### src/logic/pcs_defines.svh
// Constants for the combined program counter and status logic
`ifndef PCS_DEFINES_SVH
`define PCS_DEFINES_SVH
`define PCS_PC_HI 25
`define PCS_PC_LO 2
`define PCS_FLAG_HI 31
`define PCS_FLAG_LO 28
`define PCS_IMASK_BIT 27
`define PCS_FMASK_BIT 26
`define PCS_RESET_VALUE 32'h0c000003
`define PCS_VEC_ADDR_EXC 32'h00000014
`define PCS_VEC_RESET 32'h00000000
`define PCS_LINK_ADJ 32'h00000004
`define PCS_DEST_ALL_ONES 4'hf
`define PCS_ADDR_TOP_HI 31
`define PCS_ADDR_TOP_LO 26
`define PCS_FULL_MODE_SVC 5'h03
`endif

### src/logic/pcs_pkg.sv
// Types for the combined program counter and status logic
package pcs_pkg;
  // Two-bit mode field, low bits of the full mode numbers
  typedef enum logic [1:0] {
    PCS_MODE_USER = 2'b00,
    PCS_MODE_FIQ = 2'b01,
    PCS_MODE_IRQ = 2'b10,
    PCS_MODE_SVC = 2'b11
  } pcs_mode_t;
  // Two-bit opcode of the status-write compares
  typedef enum logic [1:0] {
    PCS_OP_AND = 2'b00,
    PCS_OP_XOR = 2'b01,
    PCS_OP_SUB = 2'b10,
    PCS_OP_ADD = 2'b11
  } pcs_op_t;
  // Kind of write into the combined register
  typedef enum logic [2:0] {
    PCS_WR_NONE = 3'b000,
    PCS_WR_PC_ONLY = 3'b001,
    PCS_WR_PC_STATUS = 3'b010,
    PCS_WR_STATUS_ONLY = 3'b011
  } pcs_wr_t;
  // Write request into the combined register
  typedef struct packed {
    pcs_wr_t kind;
    logic [31:0] value;
  } pcs_write_t;
  // Data access presented for range checking
  typedef struct packed {
    logic valid;
    logic [31:0] addr;
  } pcs_data_access_t;
  // Exception entry request
  typedef struct packed {
    logic valid;
    logic [31:0] vector;
    logic set_imask;
    logic set_fmask;
    pcs_mode_t mode;
  } pcs_exc_t;
endpackage

### src/logic/pcs_core_reg.sv
// Combined program counter and status register with its access paths
`timescale 1ns/1ns
`include "pcs_defines.svh"
`default_nettype none
// Functional notes
// - Program counter lives in bits 25 to 2
// - Flags, masks high; mode field low
// - Four modes; aborts enter supervisor
// - User mode cannot write masks or mode except by status-restoring returns
// - First-operand read gives program counter only
// - Second-operand read gives all 32 bits
// - Stores write all 32 bits
// - Link and non-address exceptions copy whole register
// - Plain writes change program counter only
// - Flag-setting writes change counter and status
// - Status-restoring returns allowed in user mode
// - No separate status move instructions
// - Destination all ones selects status-write variant
// - Opcode picks AND, XOR, subtract, add
// - User mode writes flags only
// - Status-write runs only when condition passes
// - Bit 25 selects immediate or register operand
// - Top six address bits set raise exception
// - Address exception: link, supervisor, mask, 0x14
// - Mode codes 00 user to 11 supervisor
module pcs_core_reg (
  input wire logic i_clk_sys,
  input wire logic i_reset,
  input wire logic i_advance,
  input wire logic i_instr_valid,
  input wire logic [31:0] i_instr,
  input wire logic [31:0] i_first_reg,
  input wire logic [31:0] i_imm_operand,
  input wire logic [31:0] i_reg_operand,
  input wire pcs_pkg::pcs_write_t i_write,
  input wire logic i_restore_is_return,
  input wire pcs_pkg::pcs_data_access_t i_data,
  input wire pcs_pkg::pcs_exc_t i_exc,
  input wire logic i_branch_link,
  input wire logic [31:0] i_instr_addr,
  output logic [31:0] o_combined,
  output logic [31:0] o_first_operand_view,
  output logic [31:0] o_second_operand_view,
  output logic [31:0] o_store_value,
  output logic [31:0] o_fetch_addr,
  output logic o_link_we,
  output logic [31:0] o_link_value,
  output logic o_link_is_svc,
  output logic o_addr_exception,
  output logic o_status_write_taken,
  output logic [1:0] o_mode
);
  import pcs_pkg::*;

  logic [31:0] reg_q; // Combined register
  logic [31:0] reg_d; // Next value of the combined register
  logic link_we_q; // Link write strobe
  logic [31:0] link_value_q; // Value for the link register
  logic link_svc_q; // Link goes to supervisor bank
  logic addr_exc_q; // Address exception seen last cycle
  logic sw_taken_q; // Status-write executed last cycle
  logic [31:0] alu_result; // Result of status-write operation
  logic [31:0] shifter_operand; // Selected shifter operand
  logic cond_pass; // Condition matches flags
  logic is_compare_class; // Compare/test with status set bit
  logic is_status_write; // Status-write variant decoded
  logic do_status_write; // Status-write executes now
  logic addr_fault; // Data address out of range
  logic user_mode; // Currently in user mode
  logic [31:0] protect_mask; // Bits the current mode may write

  assign user_mode = reg_q[1:0] == PCS_MODE_USER;
  assign o_mode = reg_q[1:0];
  assign o_combined = reg_q;

  // Reads of the combined register in its different roles
  always_comb begin
    o_first_operand_view = 32'h00000000;
    o_first_operand_view[`PCS_PC_HI:`PCS_PC_LO] = reg_q[`PCS_PC_HI:`PCS_PC_LO];
  end
  assign o_second_operand_view = reg_q;
  assign o_store_value = reg_q;

  // Fetch address formed from the word counter
  assign o_fetch_addr = {6'h00, reg_q[`PCS_PC_HI:`PCS_PC_LO], 2'b00};

  // Decode of the compare/test family with the destination field all ones
  assign is_compare_class = i_instr[27:26] == 2'b00 && i_instr[24:23] == 2'b10 &&
    i_instr[20];
  assign is_status_write = i_instr_valid && is_compare_class &&
    i_instr[15:12] == `PCS_DEST_ALL_ONES;
  // Compares/tests and status-only write requests reach the status part without a counter write
  // Move-to and move-from status forms are not decoded at all

  // Operand form chosen by instruction bit 25
  assign shifter_operand = i_instr[25] ? i_imm_operand : i_reg_operand;

  pcs_status_alu u_alu (
    .i_op(pcs_op_t'(i_instr[22:21])),
    .i_first_operand(i_first_reg),
    .i_shifter_operand(shifter_operand),
    .o_result(alu_result)
  );

  pcs_cond_check u_cond (
    .i_cond(i_instr[31:28]),
    .i_flags(reg_q[`PCS_FLAG_HI:`PCS_FLAG_LO]),
    .o_pass(cond_pass)
  );

  assign do_status_write = is_status_write && cond_pass;

  // Data address range check on the top six bits
  assign addr_fault = i_data.valid && (|i_data.addr[`PCS_ADDR_TOP_HI:`PCS_ADDR_TOP_LO]);

  // Bits the current mode may change on a status write
  always_comb begin
    protect_mask = 32'hffffffff;
    if (user_mode && !i_restore_is_return) begin
      protect_mask[`PCS_IMASK_BIT] = 1'b0;
      protect_mask[`PCS_FMASK_BIT] = 1'b0;
      protect_mask[1:0] = 2'b00;
    end
  end

  // Next value of the combined register, exceptions first
  always_comb begin
    reg_d = reg_q;
    if (addr_fault) begin
      reg_d = `PCS_VEC_ADDR_EXC;
      reg_d[`PCS_FLAG_HI:`PCS_FLAG_LO] = reg_q[`PCS_FLAG_HI:`PCS_FLAG_LO];
      reg_d[`PCS_IMASK_BIT] = 1'b1;
      reg_d[`PCS_FMASK_BIT] = reg_q[`PCS_FMASK_BIT];
      reg_d[1:0] = 2'(`PCS_FULL_MODE_SVC);
    end else if (i_exc.valid) begin
      reg_d[`PCS_PC_HI:`PCS_PC_LO] = i_exc.vector[`PCS_PC_HI:`PCS_PC_LO];
      reg_d[`PCS_IMASK_BIT] = reg_q[`PCS_IMASK_BIT] | i_exc.set_imask;
      reg_d[`PCS_FMASK_BIT] = reg_q[`PCS_FMASK_BIT] | i_exc.set_fmask;
      reg_d[1:0] = i_exc.mode;
    end else if (do_status_write) begin
      if (user_mode) begin
        reg_d[`PCS_FLAG_HI:`PCS_FLAG_LO] = alu_result[31:28];
      end else begin
        reg_d[31:26] = alu_result[31:26];
        reg_d[1:0] = alu_result[1:0];
      end
    end else begin
      case (i_write.kind)
        PCS_WR_PC_ONLY: begin
          reg_d[`PCS_PC_HI:`PCS_PC_LO] = i_write.value[`PCS_PC_HI:`PCS_PC_LO];
        end
        PCS_WR_PC_STATUS: begin
          reg_d = (i_write.value & protect_mask) | (reg_q & ~protect_mask);
        end
        PCS_WR_STATUS_ONLY: begin
          reg_d[31:26] = (i_write.value[31:26] & protect_mask[31:26]) |
            (reg_q[31:26] & ~protect_mask[31:26]);
          reg_d[1:0] = (i_write.value[1:0] & protect_mask[1:0]) |
            (reg_q[1:0] & ~protect_mask[1:0]);
        end
        default: begin
          if (i_advance) begin
            reg_d[`PCS_PC_HI:`PCS_PC_LO] = reg_q[`PCS_PC_HI:`PCS_PC_LO] + 24'h000001;
          end
        end
      endcase
    end
  end

  // Combined register update
  always_ff @(posedge i_clk_sys) begin
    if (i_reset) begin
      reg_q <= `PCS_RESET_VALUE;
    end else begin
      reg_q <= reg_d;
    end
  end

  // Link register value on branch-with-link and exception entry
  always_ff @(posedge i_clk_sys) begin
    if (i_reset) begin
      link_we_q <= 1'b0;
      link_value_q <= 32'h00000000;
      link_svc_q <= 1'b0;
    end else begin
      link_we_q <= addr_fault || i_exc.valid || i_branch_link;
      link_svc_q <= addr_fault || (i_exc.valid && i_exc.mode == PCS_MODE_SVC);
      if (addr_fault) begin
        link_value_q <= {reg_q[31:26], 26'h0000000} |
          {6'h00, (i_instr_addr[25:0] + 26'h0000004) & 26'h3fffffc} | {30'h0, reg_q[1:0]};
      end else if (i_exc.valid || i_branch_link) begin
        link_value_q <= reg_q;
      end
    end
  end
  assign o_link_we = link_we_q;
  assign o_link_value = link_value_q;
  assign o_link_is_svc = link_svc_q;

  // Event flags for the surrounding core
  always_ff @(posedge i_clk_sys) begin
    if (i_reset) begin
      addr_exc_q <= 1'b0;
      sw_taken_q <= 1'b0;
    end else begin
      addr_exc_q <= addr_fault;
      sw_taken_q <= do_status_write && !addr_fault && !i_exc.valid;
    end
  end
  assign o_addr_exception = addr_exc_q;
  assign o_status_write_taken = sw_taken_q;

  // Address exception lands at the fixed vector in supervisor mode
  a_addr_exc_entry: assert property (@(posedge i_clk_sys) disable iff (i_reset)
    addr_fault |=> (o_fetch_addr == `PCS_VEC_ADDR_EXC && o_mode == 2'b11 && reg_q[27]))
    else $error("address exception entry wrong");

  // Address exception link holds the next instruction and the flags
  a_addr_link_value: assert property (@(posedge i_clk_sys) disable iff (i_reset)
    addr_fault |=> (o_link_we && o_link_is_svc &&
     o_link_value[25:2] == $past(i_instr_addr[25:2]) + 24'h000001 &&
     o_link_value[31:26] == $past(reg_q[31:26])))
    else $error("address exception link value wrong");

  // Exception flag follows a high top address bit
  a_addr_range_chk: assert property (@(posedge i_clk_sys) disable iff (i_reset)
    (i_data.valid && i_data.addr[31]) |=> o_addr_exception)
    else $error("out of range address not flagged");

  // Lowest of the checked address bits faults as well
  a_low_bit_exc: assert property (@(posedge i_clk_sys) disable iff (i_reset)
    (i_data.valid && i_data.addr[26]) |=> o_addr_exception)
    else $error("address bit 26 not flagged");

  // Addresses inside the low 64 megabytes never fault
  a_no_false_exc: assert property (@(posedge i_clk_sys) disable iff (i_reset)
    !(i_data.valid && (|i_data.addr[31:26])) |=> !o_addr_exception)
    else $error("in range address flagged");

  // First-operand view carries only the counter bits
  a_first_view_zero: assert property (@(posedge i_clk_sys) disable iff (i_reset)
    o_first_operand_view[31:26] == 6'h00 && o_first_operand_view[1:0] == 2'b00)
    else $error("first operand view leaks status");

  // User mode status write leaves masks and mode intact
  a_user_flags_only: assert property (@(posedge i_clk_sys) disable iff (i_reset)
    (do_status_write && user_mode && !addr_fault && !i_exc.valid) |=>
    (reg_q[27:26] == $past(reg_q[27:26]) && reg_q[1:0] == 2'b00 &&
     reg_q[31:28] == $past(alu_result[31:28])))
    else $error("user status write changed protected bits");

  // Privileged status write takes status and mode bits from the result
  a_priv_status_write: assert property (@(posedge i_clk_sys) disable iff (i_reset)
    (do_status_write && !user_mode && !addr_fault && !i_exc.valid) |=>
    (reg_q[31:26] == $past(alu_result[31:26]) && reg_q[1:0] == $past(alu_result[1:0])))
    else $error("privileged status write wrong");

  // Status write result follows the two-bit opcode
  a_alu_result: assert property (@(posedge i_clk_sys) disable iff (i_reset)
    is_status_write |-> (alu_result ==
     ((i_instr[22:21] == 2'b00) ? (i_first_reg & shifter_operand) :
      (i_instr[22:21] == 2'b01) ? (i_first_reg ^ shifter_operand) :
      (i_instr[22:21] == 2'b10) ? (i_first_reg - shifter_operand) :
      (i_first_reg + shifter_operand))))
    else $error("status write result wrong");

  // Status write leaves the counter where it was
  a_status_pc_kept: assert property (@(posedge i_clk_sys) disable iff (i_reset)
    (do_status_write && !addr_fault && !i_exc.valid) |=>
    reg_q[`PCS_PC_HI:`PCS_PC_LO] == $past(reg_q[`PCS_PC_HI:`PCS_PC_LO]))
    else $error("status write moved the counter");

  // Failed condition leaves the register untouched
  a_cond_fail_hold: assert property (@(posedge i_clk_sys) disable iff (i_reset)
    (is_status_write && !cond_pass && !addr_fault && !i_exc.valid &&
     i_write.kind == PCS_WR_NONE && !i_advance) |=> $stable(reg_q))
    else $error("status write ran on failed condition");

  // Passing condition reports the status write as taken
  a_cond_pass_runs: assert property (@(posedge i_clk_sys) disable iff (i_reset)
    (is_status_write && cond_pass && !addr_fault && !i_exc.valid) |=> o_status_write_taken)
    else $error("passing status write not taken");

  // Failing condition never reports a status write
  a_cond_fail_quiet: assert property (@(posedge i_clk_sys) disable iff (i_reset)
    (is_status_write && !cond_pass) |=> !o_status_write_taken)
    else $error("failing status write reported");

  // Plain counter write keeps the status part
  a_pc_only_write: assert property (@(posedge i_clk_sys) disable iff (i_reset)
    (i_write.kind == PCS_WR_PC_ONLY && !do_status_write && !addr_fault && !i_exc.valid)
    |=> (reg_q[31:26] == $past(reg_q[31:26]) && reg_q[1:0] == $past(reg_q[1:0])))
    else $error("counter-only write changed status");

  // Flag-setting write outside user mode takes the whole value
  a_pc_status_write: assert property (@(posedge i_clk_sys) disable iff (i_reset)
    (i_write.kind == PCS_WR_PC_STATUS && !user_mode && !do_status_write && !addr_fault &&
     !i_exc.valid) |=> reg_q == $past(i_write.value))
    else $error("counter and status write wrong");

  // Return form restores everything even from user mode
  a_return_restore: assert property (@(posedge i_clk_sys) disable iff (i_reset)
    (i_write.kind == PCS_WR_PC_STATUS && i_restore_is_return && !do_status_write &&
     !addr_fault && !i_exc.valid) |=> reg_q == $past(i_write.value))
    else $error("status restoring return wrong");

  // Status-only write leaves the counter alone
  a_status_only_pc: assert property (@(posedge i_clk_sys) disable iff (i_reset)
    (i_write.kind == PCS_WR_STATUS_ONLY && !do_status_write && !addr_fault && !i_exc.valid)
    |=> reg_q[`PCS_PC_HI:`PCS_PC_LO] == $past(reg_q[`PCS_PC_HI:`PCS_PC_LO]))
    else $error("status-only write moved the counter");

  // Branch with link copies the whole register
  a_link_copy_all: assert property (@(posedge i_clk_sys) disable iff (i_reset)
    (i_branch_link && !addr_fault && !i_exc.valid) |=>
    (o_link_we && o_link_value == $past(reg_q)))
    else $error("link value not full register");

  // Other exception entry copies the whole register to the link
  a_exc_link_copy: assert property (@(posedge i_clk_sys) disable iff (i_reset)
    (i_exc.valid && !addr_fault) |=> (o_link_we && o_link_value == $past(reg_q)))
    else $error("exception link value not full register");

  // Other exception entry takes the requested mode and vector
  a_exc_entry_mode: assert property (@(posedge i_clk_sys) disable iff (i_reset)
    (i_exc.valid && !addr_fault) |=> (o_mode == $past(i_exc.mode) &&
     reg_q[`PCS_PC_HI:`PCS_PC_LO] == $past(i_exc.vector[`PCS_PC_HI:`PCS_PC_LO])))
    else $error("exception entry mode or vector wrong");

  // Sequential advance steps the counter by one word
  a_fetch_advance: assert property (@(posedge i_clk_sys) disable iff (i_reset)
    (i_advance && i_write.kind == PCS_WR_NONE && !do_status_write && !addr_fault &&
     !i_exc.valid) |=> o_fetch_addr[25:0] == $past(o_fetch_addr[25:0]) + 26'h0000004)
    else $error("fetch address did not advance");

  // User-mode write with status never touches masks unless a return
  a_user_mask_lock: assert property (@(posedge i_clk_sys) disable iff (i_reset)
    (user_mode && i_write.kind == PCS_WR_PC_STATUS && !i_restore_is_return &&
     !do_status_write && !addr_fault && !i_exc.valid) |=> $stable(reg_q[27:26]))
    else $error("user mode changed interrupt masks");

  // User mode keeps masks and mode unless an exception or a return
  a_user_mode_lock: assert property (@(posedge i_clk_sys) disable iff (i_reset)
    (user_mode && !i_restore_is_return && !addr_fault && !i_exc.valid) |=>
    (o_mode == 2'b00 && reg_q[27:26] == $past(reg_q[27:26])))
    else $error("user mode changed masks or mode");
endmodule
`default_nettype wire

### src/logic/pcs_status_alu.sv
// Result computation of the status-write compare and test variants
`timescale 1ns/1ns
`default_nettype none
module pcs_status_alu (
  input wire pcs_pkg::pcs_op_t i_op,
  input wire logic [31:0] i_first_operand,
  input wire logic [31:0] i_shifter_operand,
  output logic [31:0] o_result
);
  import pcs_pkg::*;
  // Select the operation from the two-bit opcode
  always_comb begin
    case (i_op)
      PCS_OP_AND: o_result = i_first_operand & i_shifter_operand;
      PCS_OP_XOR: o_result = i_first_operand ^ i_shifter_operand;
      PCS_OP_SUB: o_result = i_first_operand - i_shifter_operand;
      PCS_OP_ADD: o_result = i_first_operand + i_shifter_operand;
      default: o_result = 32'h00000000;
    endcase
  end
endmodule
`default_nettype wire

### src/logic/pcs_cond_check.sv
// Condition field check against the current flags
`timescale 1ns/1ns
`default_nettype none
module pcs_cond_check (
  input wire logic [3:0] i_cond,
  input wire logic [3:0] i_flags,
  output logic o_pass
);
  logic n_f, z_f, c_f, v_f; // Individual flags
  assign {n_f, z_f, c_f, v_f} = i_flags;
  // Standard sixteen condition encodings
  always_comb begin
    case (i_cond)
      4'h0: o_pass = z_f;
      4'h1: o_pass = !z_f;
      4'h2: o_pass = c_f;
      4'h3: o_pass = !c_f;
      4'h4: o_pass = n_f;
      4'h5: o_pass = !n_f;
      4'h6: o_pass = v_f;
      4'h7: o_pass = !v_f;
      4'h8: o_pass = c_f && !z_f;
      4'h9: o_pass = !c_f || z_f;
      4'ha: o_pass = n_f == v_f;
      4'hb: o_pass = n_f != v_f;
      4'hc: o_pass = !z_f && (n_f == v_f);
      4'hd: o_pass = z_f || (n_f != v_f);
      4'he: o_pass = 1'b1;
      default: o_pass = 1'b0;
    endcase
  end
endmodule
`default_nettype wire

### config.mk
export PLATFORM = sky130hd
export DESIGN_NAME = pcs_core_reg
export DESIGN_NICKNAME = d
export VERILOG_FILES = /design/src/logic/pcs_pkg.sv /design/src/logic/pcs_core_reg.sv /design/src/logic/pcs_status_alu.sv /design/src/logic/pcs_cond_check.sv
export VERILOG_INCLUDE_DIRS = /design/src /design/src/logic
export SDC_FILE = /design/constraint.sdc
export NUM_CORES = 1
export LEC_CHECK = 0
export ABC_CLOCK_PERIOD_IN_PS = 11100
export BUFFER_PORTS_ARGS = -buffer_cell sky130_fd_sc_hd__buf_2
export CAP_MARGIN = 20
export CORE_AREA = 2 2 182 184
export DETAILED_ROUTE_END_ITERATION = 16
export DIE_AREA = 0 0 184 186
export REMOVE_ABC_BUFFERS = 1
export SLEW_MARGIN = 10
export SYNTH_ARGS = -nofsm -noshare
export SYNTH_HDL_FRONTEND = slang
export SYNTH_SLANG_ARGS = --single-unit
export TNS_END_PERCENT = 10
### constraint.sdc
create_clock -name i_clk_sys -period 11.1 [get_ports i_clk_sys]
set_input_delay 3.33 -clock i_clk_sys [delete_from_list [all_inputs] [get_ports i_clk_sys]]
set_output_delay 3.33 -clock i_clk_sys [all_outputs]
set_load 0.02 [all_outputs]
* Word-level counts from Yosys, hierarchy flattened
Index checks and enable logic that the tools add are counted.
Operators by class: $add $sub $neg 4, $mul 0, divide/modulo/power cells 0, order comparisons 0, eq/ne operators 30, shifts and indexed selects 0, mux-type cells 17, bitwise operators 20, reductions and logical operators 41
Operator list (number):
- one-hot mux 32 bit (4 select lines) | 1
- AND 32 bit | 3
- 2-to-1 mux 32 bit | 3
- one-hot mux 24 bit (3 select lines) | 1
- 2-to-1 mux 24 bit | 2
- adder 32 bit | 1
- equality test 4 bit, second input constant | 8
- NOT 32 bit | 1
- bitwise OR 32 x 2 -> 32 bit | 1
- bitwise OR 32 x 26 -> 32 bit | 1
- bitwise OR 32 bit | 1
- subtractor 32 bit | 1
- XOR 32 bit | 1
- 2-to-1 mux 28 bit | 1
- adder 26 x 3 -> 26 bit, second input constant | 1
- adder 24 x 1 -> 24 bit, second input constant | 1
- equality test 4 x 3 -> 1 bit, second input constant | 4
- one-hot mux 1 bit (15 select lines) | 1
- AND 6 bit | 2
- logical AND 1 bit | 12
- one-hot mux 6 bit (2 select lines) | 1
- AND reduction 3 bit | 4
- equality test 2 bit, second input constant | 4
- equality test 4 x 2 -> 1 bit, second input constant | 2
- other kinds (31) | 54
Storage, ports and cells: register bits 68, latch bits 0, memory bits (writable) 0, ROM bits 0, bits of input ports 271, output and inout port bits 198, logic and storage cells 122, memories 0

* Depth between registers and ports, before layout
Gate-level depths: netlist of the first run.
word-level depth 10, gate-level depth with buffers 21, mapped depth without buffers 17

* Hierarchy
From an unflattened synthesis of the first run, not the netlist that was laid out.
Second synthesis, totals: cell total of the unflattened synthesis 1218, area, all modules 9267.6 µm²
Modules (own cells, without submodules):
- pcs_core_reg | instances 1, cells each 696, area each 5510.3 µm², seq. area each 1361.3 µm²
- pcs_status_alu | instances 1, cells each 494, area each 3563.4 µm², seq. area each 0.0 µm²
- pcs_cond_check | instances 1, cells each 28, area each 193.9 µm², seq. area each 0.0 µm²

* Least setup slack after synthesis of the first run
OpenSTA, ideal clock, no wires.
path kind input -> register, from input port i_instr[25], to register reg_q[31], in the netlist o_combined[31], setup time 0.087 ns, data arrival time 7.677 ns, data required time 11.013 ns, path slack 3.336 ns, stages on the path 21, buffers on the path 5, cells stage by stage buf_2 > buf_2 > buf_2 > buf_1 > mux2i_1 > ha_1 > o211ai_1 > nor4_1 > and3_1 > a21oi_1 > xnor2_1 > ha_1 > clkbuf_1 > o21ai_0 > o31ai_1 > o2bb2ai_1 > a41o_1 > a2111oi_0 > o41ai_1 > xnor2_1 > o31ai_1
On the way: word-level cells in the longest chain between the ends 4, elaborated cells between the ends (all ways) 7, classes of those cells add/sub (2); mux (3); bitwise (2)
Ends and longest elaborated chain:
- from (decl) | RTL line pcs_core_reg.sv:31 | input wire logic [31:0] i_instr,
- 2-to-1 mux 32 bit (*) | RTL line pcs_core_reg.sv:96 | assign shifter_operand = i_instr[25] ? i_imm_operand : i_reg_operand;
- adder 32 bit (tied with other cells) | RTL line pcs_status_alu.sv:17 | PCS_OP_ADD: o_result = i_first_operand + i_shifter_operand;
- one-hot mux 32 bit (4 select lines) (*) | RTL line pcs_status_alu.sv:13 | case (i_op)
- 2-to-1 mux 6 bit (*) | RTL line pcs_core_reg.sv:140 | end else if (do_status_write) begin
- to (signal assigned) | RTL line pcs_core_reg.sv:173 | reg_q <= `PCS_RESET_VALUE;
- to (signal assigned) | RTL line pcs_core_reg.sv:175 | reg_q <= reg_d;
- to (decl) | RTL line pcs_core_reg.sv:55 | logic [31:0] reg_q;
Every way passes the cells marked *; elsewhere a longest branch is shown, timed or not. A chain may end at the register's enable or synchronous reset.

* Final worst setup path of the first run
Ends and elaborated chain as after synthesis.

==> impl_summary.md, run 1 <==
Outcome
The flow ran to the end, and the final reports show no timing, DRC or antenna violations.

Clocking
The clock root buffer master is clkbuf_16. The clock-pin slew of the registers on the worst-case setup and hold paths is 60 ps. In this run, CTS created clock tree buffers numbering 9.

No sink is reached through more buffers than the 2 on the longest clock path. For this design, the sink count on the clock tree is 68. The number of post-CTS setup repair buffers is 0. The number of instances resized during post-cts repair is 0. The CTS H-tree depth is 3. The TritonCTS clock tree is built. Buffers inserted to repair hold after CTS numbered 0. The clock latency of the later-clocked register in the worst-skew pair is 340 ps.

Timing
Setup violations remaining at the end of the flow were counted as 0. The worst path uses 72.4% of the clock period. The slew at the pin closest to its max-slew limit is 1070 ps. The count of endpoints failing hold in the final timing report is 0.

Setup total negative slack on the finished layout was measured at 0 ps. The final max-slew violation count was 0. The headroom to the max-slew limit is 28.8%. Setup repair after global routing left no endpoint under its margin. The maximum clock frequency is between 100 and 150 MHz. The maximum clock skew at final layout is between 5 and 6 ps. The minimum clock period after layout is 8030 ps.

Final layout
The register area is 0.00136 sq mm. The total number of nets in the final design is 1572. Summing all multi-input logic gate instances after layout gives about 0.005 sq mm.

Cells with a size suffix above 1 make up 34.8% of the layout. The fill cell instance count of the final layout is about 3600. The number of cells in the finished layout apart from fillers is 1676. The area added between synthesis and finish is 23.1%.

Yosys
After technology mapping, the gate count stands at 1012. The total of warnings raised by yosys is 0. Sequential elements use about 18% of the synthesized area. The synthesis-stage register bit count is ~70. A synthesized cell averages 7.49 sq um. After synthesis the cells add up to 0.00758 sq mm.

The async set-reset flop share out of synthesis is 0%. In this run, synthesis inferred 0 flip-flops with an integrated enable. The most common flop cell mapped by yosys is dfxtp_1. The count of cell types in the netlist is 71.

Route
The detailed-route via count is 8227. The post-detailed-routing wire length is 28900 um. The DRC violation count after routing is 0. The remaining antenna violation count after routing is 0. In the routed layout, each cell is associated on average with a via count of 4.91. The pre-antenna-repair detailed-routing pass consisted of 5 iterations.

The number of DRC markers after the initial detailed-route iteration is 400. The wire length per cell after detailed routing is 17.3 um.

Global routing
Entering global routing, the biggest net connects 62 pins. The overall overflow remaining after global route is 0. The global-route wire length before repair is ~42000 um. The via count of the first global-routing pass is around 7600. The global routing usage summed across all routing layers is between 15 and 20%.

The number of antenna violations at the first check in global routing came to 11.

Hold path
Along the worst hold path, the cell count comes to 1. The path type of the worst min-delay path is reg2reg. The startpoint of the tightest hold check path is o_link_value[16]. The path with the worst hold slack has its endpoint at o_link_value[16].

Critical path
Across all register-to-register paths, the minimum setup slack is 7900 ps. The count of cells along the worst register-to-register path is 9. On the worst path, the slowest cell contributes a delay of 640 ps. The worst setup path is launched from a primary input. The start of the worst register-to-register path is o_combined[28]. The worst setup path is captured at a flop.

Walking the worst path, the cells encountered are buf_2, buf_4, mux2i_1, ha_1, o211ai_1, nor4_1, and3_1, a21oi_1, xnor2_1, ha_1, o21ai_0, o31ai_1, o2bb2ai_1, a41o_1, a2111oi_0, o41ai_1, xnor2_1, o31ai_1. At the worst endpoint, the required time is 11350 ps. The maximum net fanout on the critical path is 61. The arrival time reported for the critical path endpoint is 8290 ps. The worst setup path is of the in2reg kind. The worst flop-to-flop path endpoint is o_combined[25].

The highest-delay cell along the critical path is nor4_1.

Floorplanning
The die footprint is approximately 0.034 sq mm. The die span in x is 184 um. The initial utilization of the core area, before any placement, comes to 23.5%. After floorplanning, the core was divided into 66 placement rows. The number of top-level design ports is 469. The core area is 0.0322 sq mm. The y dimension of the die is 186 um.

Place
The congestion estimate from routability-driven global placement came to around 0.86. The HPWL after detailed placement is 22800 um. The cell count after placement is about 1700. Port buffering added 394 buffers.

Power and ir drop
For this design the total switching power over the nets is around 350 uW. Summed over all cells, the static leakage comes to between 0.004 and 0.005 uW. The combinational share of power is 37.9%. The share of total power in the clock network is 32.2%. Of the total power, the share spent switching nets is roughly 38%. The power density relative to cell area is 100 mW/mm^2. In this run, flip-flops and latches consume 29.8% of the power. The internal portion of the total power is 584 uW.

The peak ir drop on the vdd network is 0.0650 mV.

Job
The reported max-cap violation count is 0.
[cells in the mapped netlist, types with 4 or more instances]
master    instances  area share (%)
nand2b_1          8            0.66
o221ai_1          7            0.81
a21o_1            4            0.40
inv_1            23             1.1
nand3_1          29             1.9
o22ai_1          15             1.2
nor4_1            7            0.58
buf_1             5            0.25
xor2_1           34             3.9
or2_2             5            0.41
mux2i_1          33             4.4
o31ai_1           6            0.59
dfxtp_1          68              18
buf_4           130              13
nor2b_1           7            0.58
a211oi_1         27             2.7
xnor2_1          33             3.8
and2_1            7            0.58
nor3_1           35             2.3
a22o_1           32             3.7
a41oi_1           4            0.46
ha_1             42             6.9
nand2_1          83             4.1
o211ai_1         12             1.2
and3_1           10            0.83
mux2_2            7             1.0
clkbuf_1         33             1.6
buf_2            13            0.86
nor2_1           80             4.0
o21ai_0          55             3.6
a22oi_1           4            0.40
and4_1            5            0.58
a21oi_1          70             4.6
nor3b_1           5            0.50
nand4_1          11            0.91
a31oi_1          12            0.99
[registers in the layout, summed over array words and instances (netlist names), named ones only]
signal	cells
o_link_value	32
o_combined	28
o_addr_exception	1
o_link_is_svc	1
o_link_we	1
o_status_write_taken	1
[worst max path at each step]
stage	cells after the start	slack (ps)	from	end
floorplan	5	3190	i_data[29]	o_link_value[10]
global placement	18	2710	i_instr[25]	o_combined[31]
detailed placement	18	2660	i_instr[25]	o_combined[31]
CTS	18	3030	i_instr[25]	o_combined[31]
global route	18	2730	i_instr[25]	o_combined[31]
finish	18	3070	i_instr[25]	o_combined[31]
[critical path: cells and delay by family]
family / cells / cell delay [ps]
compound gates: 9 / 1920
xor+xnor: 2 / 310
fa+ha+maj: 2 / 720
buf+inv: 2 / 630
mux: 1 / 350
simple gates: 2 / 1010
[cell usage in the layout, fill, tap and decap left out, types with 32 or more instances in the layout]
cell     synthesis  routed
a21oi_1         70      69
a22o_1          32      32
buf_2           13     394
dfxtp_1         68      68
ha_1            42      42
mux2i_1         33      33
nand2_1         83      83
nor2_1          80      80
nor3_1          35      35
o21ai_0         55      55
xnor2_1         33      33
xor2_1          34      34
[per-stage QoR]
stage               util (%)  hold slack (ps)  setup slack [ps]  total power [uW]  cell area [sq um]
floorplan                  -              595              3190               494               6440
global placement        28.0              451              2710               636               9020
detailed placement      28.0              455              2660               639               9020
CTS                     28.9              470              3030               949               9320
global route            29.0              488              2730               996               9330
finish                  29.0              470              3070               936               9330
[cell type report]
cell class,instances,area share [%]
Multi-Input combinational cell,754,53.9
Timing Repair Buffer,402,21.8
Sequential cell,68,14.6
Tap cell,408,5.47
Clock buffer,11,2.71
Inverter,23,0.925
Clock inverter,4,0.523
Antenna cell,6,0.161
[kinds of logic after synthesis]
logic type / after synthesis / synth area share (%)
buffers and inverters: 205 / 16.9
DFF: 68 / 18.0
other: 1 / 0.0495
xor gates and xnor gates: 68 / 8.05
AOI/OAI and AO/OA: 280 / 24.6
adders and majority gates: 43 / 7.20
muxes: 40 / 5.40
and+or+nand+nor: 307 / 19.8
[per-layer routing]
| metal | part of all wire, % | GRT usage (%) | up-vias |
|---|---|---|---|
| met3 | 7.4 | 3.97 | 42 |
| met4 | 2.5 | 6.14 | 10 |
| met2 | 49 | 28.8 | 336 |
| met1 | 41 | 18.2 | 3800 |
| li1 | - | - | 4039 |
| met5 | 0.24 | 0 | - |
[power groups by stage]
stage | Combinational, uW | Clock, uW | Sequential, uW
6_report | 355 | 302 | 279
3_3_place_gp | 351 | 0 | 284
3_5_place_dp | 354 | 0 | 285
2_1_floorplan | 174 | 0 | 320
4_1_cts | 356 | 313 | 280
5_1_grt | 395 | 320 | 282
Power figures use the tool's default switching activity.
==> run 2: changes to the inputs <==
- ABC_AREA: default -> 1
- ABC_CLOCK_PERIOD_IN_PS: 11100 -> 7800
- clock period: 11.1 -> 7.8 ns (I/O delays scaled with it)
==> impl_summary.md, run 2 <==
Outcome
Outcome: completed (unchanged).

Clocking
The number of post-CTS setup repair buffers is 0 (unchanged). The clock root buffer master is clkbuf_16 (unchanged). The number of instances resized during post-cts repair is 0 (unchanged). The TritonCTS sink count is 68 (unchanged).

The TritonCTS clock tree is built (unchanged). The count of hold buffers inserted by post-cts repair is 0 (unchanged). The CTS H-tree depth came to 3 (unchanged). The number of buffers inserted during clock tree synthesis was 9 (unchanged). The clock latency of the later-clocked register in the worst-skew pair came to 350 ps (was 340 ps). The clock-pin slew of the registers on the worst-case setup and hold paths is 60 ps (about the same).

The deepest clock path buffer count is 2 (unchanged).

Timing
The minimum clock period after layout is 6020 ps. The maximum clock frequency is 166 MHz. Of the available clock period, the critical path in the final layout requires 77.1%. The final sum of negative setup slack came to 0 ps (unchanged). The final max-slew violation count is 0 (unchanged). RSZ-0062 raised after global routing: false (unchanged). The setup violation total in the final timing report is 0 (unchanged). The count of endpoints failing hold in the final timing report was 0 (unchanged). The headroom to the max-slew limit came to 52.8% (was 28.8%). The maximum clock skew at final layout is 5.92 ps (was 5.63 ps). The slew at the pin closest to its max-slew limit was 708 ps (was 1070 ps).

Yosys
The synthesis-stage register bit count is 68 (unchanged). The cell with the most instances after synthesis is nand2_1 (was buf_4). The cell accounting for the most synthesized area is nand2_1 (was dfxtp_1). The number of enable flip-flop cells after synthesis is 0 (unchanged).

The total of warnings raised by yosys is 0 (unchanged). The most common flop cell mapped by yosys is dfxtp_1 (unchanged). The average instance area after synthesis was 5.91 sq um (was 7.49 sq um). The post-synthesis cell area is 0.00850 sq mm (was 0.00758 sq mm). The post-synthesis sequential area ratio is 16.0% (was 18.0%). The fraction of post-synthesis cell area in the top cell type by area came to 17.9% (was 18.0%). Top cells by count, synth: nand2_1 (406), inv_1 (186), buf_4 (133) (was buf_4 (130), nand2_1 (83), nor2_1 (80)). Cells taking the most area after synthesis: nand2_1 (18%), dfxtp_1 (16%), buf_4 (12%) (was dfxtp_1 (18%), buf_4 (13%), ha_1 (6.9%)).

The count of cell types in the netlist came to 48 (was 71). The async set-reset flop share out of synthesis came to 0% (unchanged). The post-synthesis cell count was 1439 (was 1012).

Place
The total placed instance area was 0.00993 sq mm (was 0.00902 sq mm). The global placement routability congestion is 0.890 (was 0.862). The count of port buffers added during placement is 394 (unchanged). The HPWL after detailed placement is 26300 um (was 22800 um).

Floorplanning
The number of top-level design ports is 469 (unchanged). The effective utilization at floorplan is 26.4% (was 23.5%). The floorplan row count is 66 (unchanged). The die footprint is 0.0342 sq mm (unchanged). The die span in x came to 184 um (unchanged).

The y dimension of the die is 186 um (unchanged). The core area is 0.0322 sq mm (unchanged).

Critical path
The nature of the critical path startpoint is a primary input (unchanged). The sort of element at the end of the critical path was a flop (unchanged). The data required time of the critical path is 8040 ps (was 11350 ps). Among the stages of the critical path, the cell type that occurs most often is nand2_1.

The highest-delay cell along the critical path is buf_2 (was nor4_1). The maximum net fanout on the critical path is 37 (was 61). The arrival time reported for the critical path endpoint came to 6250 ps (was 8290 ps). The highest cell delay on the worst timing path came to 550 ps (was 640 ps). The critical path start-end classification is in2reg (unchanged).

Final layout
The most common cell after layout, fill and taps aside is nand2_1 (was buf_2). The fill cell instance count of the final layout is 3701 (was 3560). The area added between synthesis and finish is 21.0% (was 23.1%).

The total number of nets in the final design is 2015 (was 1572). The area occupied by multi-input gates is 0.00531 sq mm (was 0.00503 sq mm). Leading cell types in the layout, fill and taps excluded: nand2_1 (406), buf_2 (394), inv_1 (186), nor2_1 (108), o21ai_0 (101) (was buf_2 (394), nand2_1 (83), nor2_1 (80), a21oi_1 (69), dfxtp_1 (68)).

The flip-flop count of the largest register, all copies and words added is 32 (unchanged). The post-route cell area was 0.0103 sq mm (was 0.00933 sq mm). The share of final-layout standard cells stronger than drive strength 1 came to 26.8% (was 34.8%).

The register area is 0.00136 sq mm (unchanged).

Global routing
The global routing usage summed across all routing layers is 17.9% (was 16.0%). The number of antenna violations at the first check in global routing is 5 (was 11). The global-route wire length before repair is 47600 um (was 42000 um). The maximum number of pins on one net before global-route repair was 40 (was 62). The via count of the first global-routing pass is 8717 (was 7612).

The overall overflow remaining after global route is 0 (unchanged).

Hold path
The path type of the worst min-delay path is reg2reg (unchanged).

Job
The reported max-cap violation count came to 0 (unchanged).

Route
The wire length per cell after detailed routing came to 15.1 um (was 17.3 um). The remaining antenna violation count after routing is 0 (unchanged). The number of iterations in the first detailed-routing pass is 6 (was 5). The number of DRC markers after the initial detailed-route iteration is 518 (was 400). The vias per cell was 4.56 (was 4.91).

The DRC violation count after routing is 0 (unchanged). The detailed-route via count is 9654 (was 8227). The post-detailed-routing wire length is 32000 um (was 28900 um).

Power and ir drop
The static power due to leakage is 0.00570 uW (was 0.00446 uW). The power density relative to cell area was 141 mW/mm^2 (was 100 mW/mm^2). The peak ir drop on the vdd network is 0.106 mV (was 0.0650 mV).
-- run 2: changes by cell type after synthesis, sizes merged, moves of 10 or more --
cell / change
a211oi: -27
a21oi: +10
a22o: -23
a31oi: -10
and3: -10
inv: +166
mux2i: -27
nand2: +338
nand3: +45
nor2: +38
o21ai: +56
o22ai: -14
xnor2: -12
-- run 2: worst max-delay path, delay by kind of cell --
family,cells,cell delay [ps]
AND/OR/NAND/NOR,21,2150
XOR/XNOR,1,100
AO/OA/AOI/OAI,2,320
buffers and inverters,3,780
adder cells (fa/ha/maj),2,530
-- run 2: final cells by class --
type                       count  share of cell area (%)
inverter                     190                    7.01
sequential                    68                    13.2
clock inverter                 6                    1.08
antenna                        4                  0.0974
tap                          408                    4.97
clock buffer                  10                    2.23
multi-input combinational   1030                    51.6
timing repair buffer         402                    19.8
-- run 2: stage by stage --
stage               power, uW  cells  hold WS [ps]  utilization, %  setup WS [ps]
finish                   1450   2118           450            31.9           1780
global route             1550   2118           485            31.9           1230
CTS                      1460   2114           453            31.9           1730
detailed placement        978   2098           440            30.8           1370
global placement          974   2098           433            30.8           1380
floorplan                 760   1288           531               -           2760
-- run 2: final timing paths --
check | to | slack, ps | cells after the start | startpoint
hold reg to reg | o_link_value[23] | 450 | 2 | o_link_value[23]
setup / recovery | flop | 1780 | 29 | i_instr[25]
hold / removal | o_link_value[23] | 450 | 2 | o_link_value[23]
setup reg to reg | o_combined[22] | 5110 | 12 | o_combined[2]
-- run 2: logic make-up after synthesis --
logic type	count (synthesis)	share of synthesized area (%)
compound gates	222	14.1
simple gates	681	34.0
mux	6	0.707
fa+ha+maj	43	6.42
other cells	1	0.0441
buf+inv	356	22.3
flops	68	16.0
xor+xnor	62	6.39
-- run 2: metal layers --
metal	share of wire [%]	wire, um	global-route usage, %
met1	46	14600	23.8
met2	47	14900	30.0
met3	6.0	1910	2.66
met4	1.5	495	4.90
met5	0.025	8	0
-- run 2: power breakdown --
part | internal (uW) | switching [uW] | leakage [uW]
clock | 313 | 169 | 0.000163
combinational | 204 | 365 | 0.00497
sequential | 369 | 32.8 | 0.000560
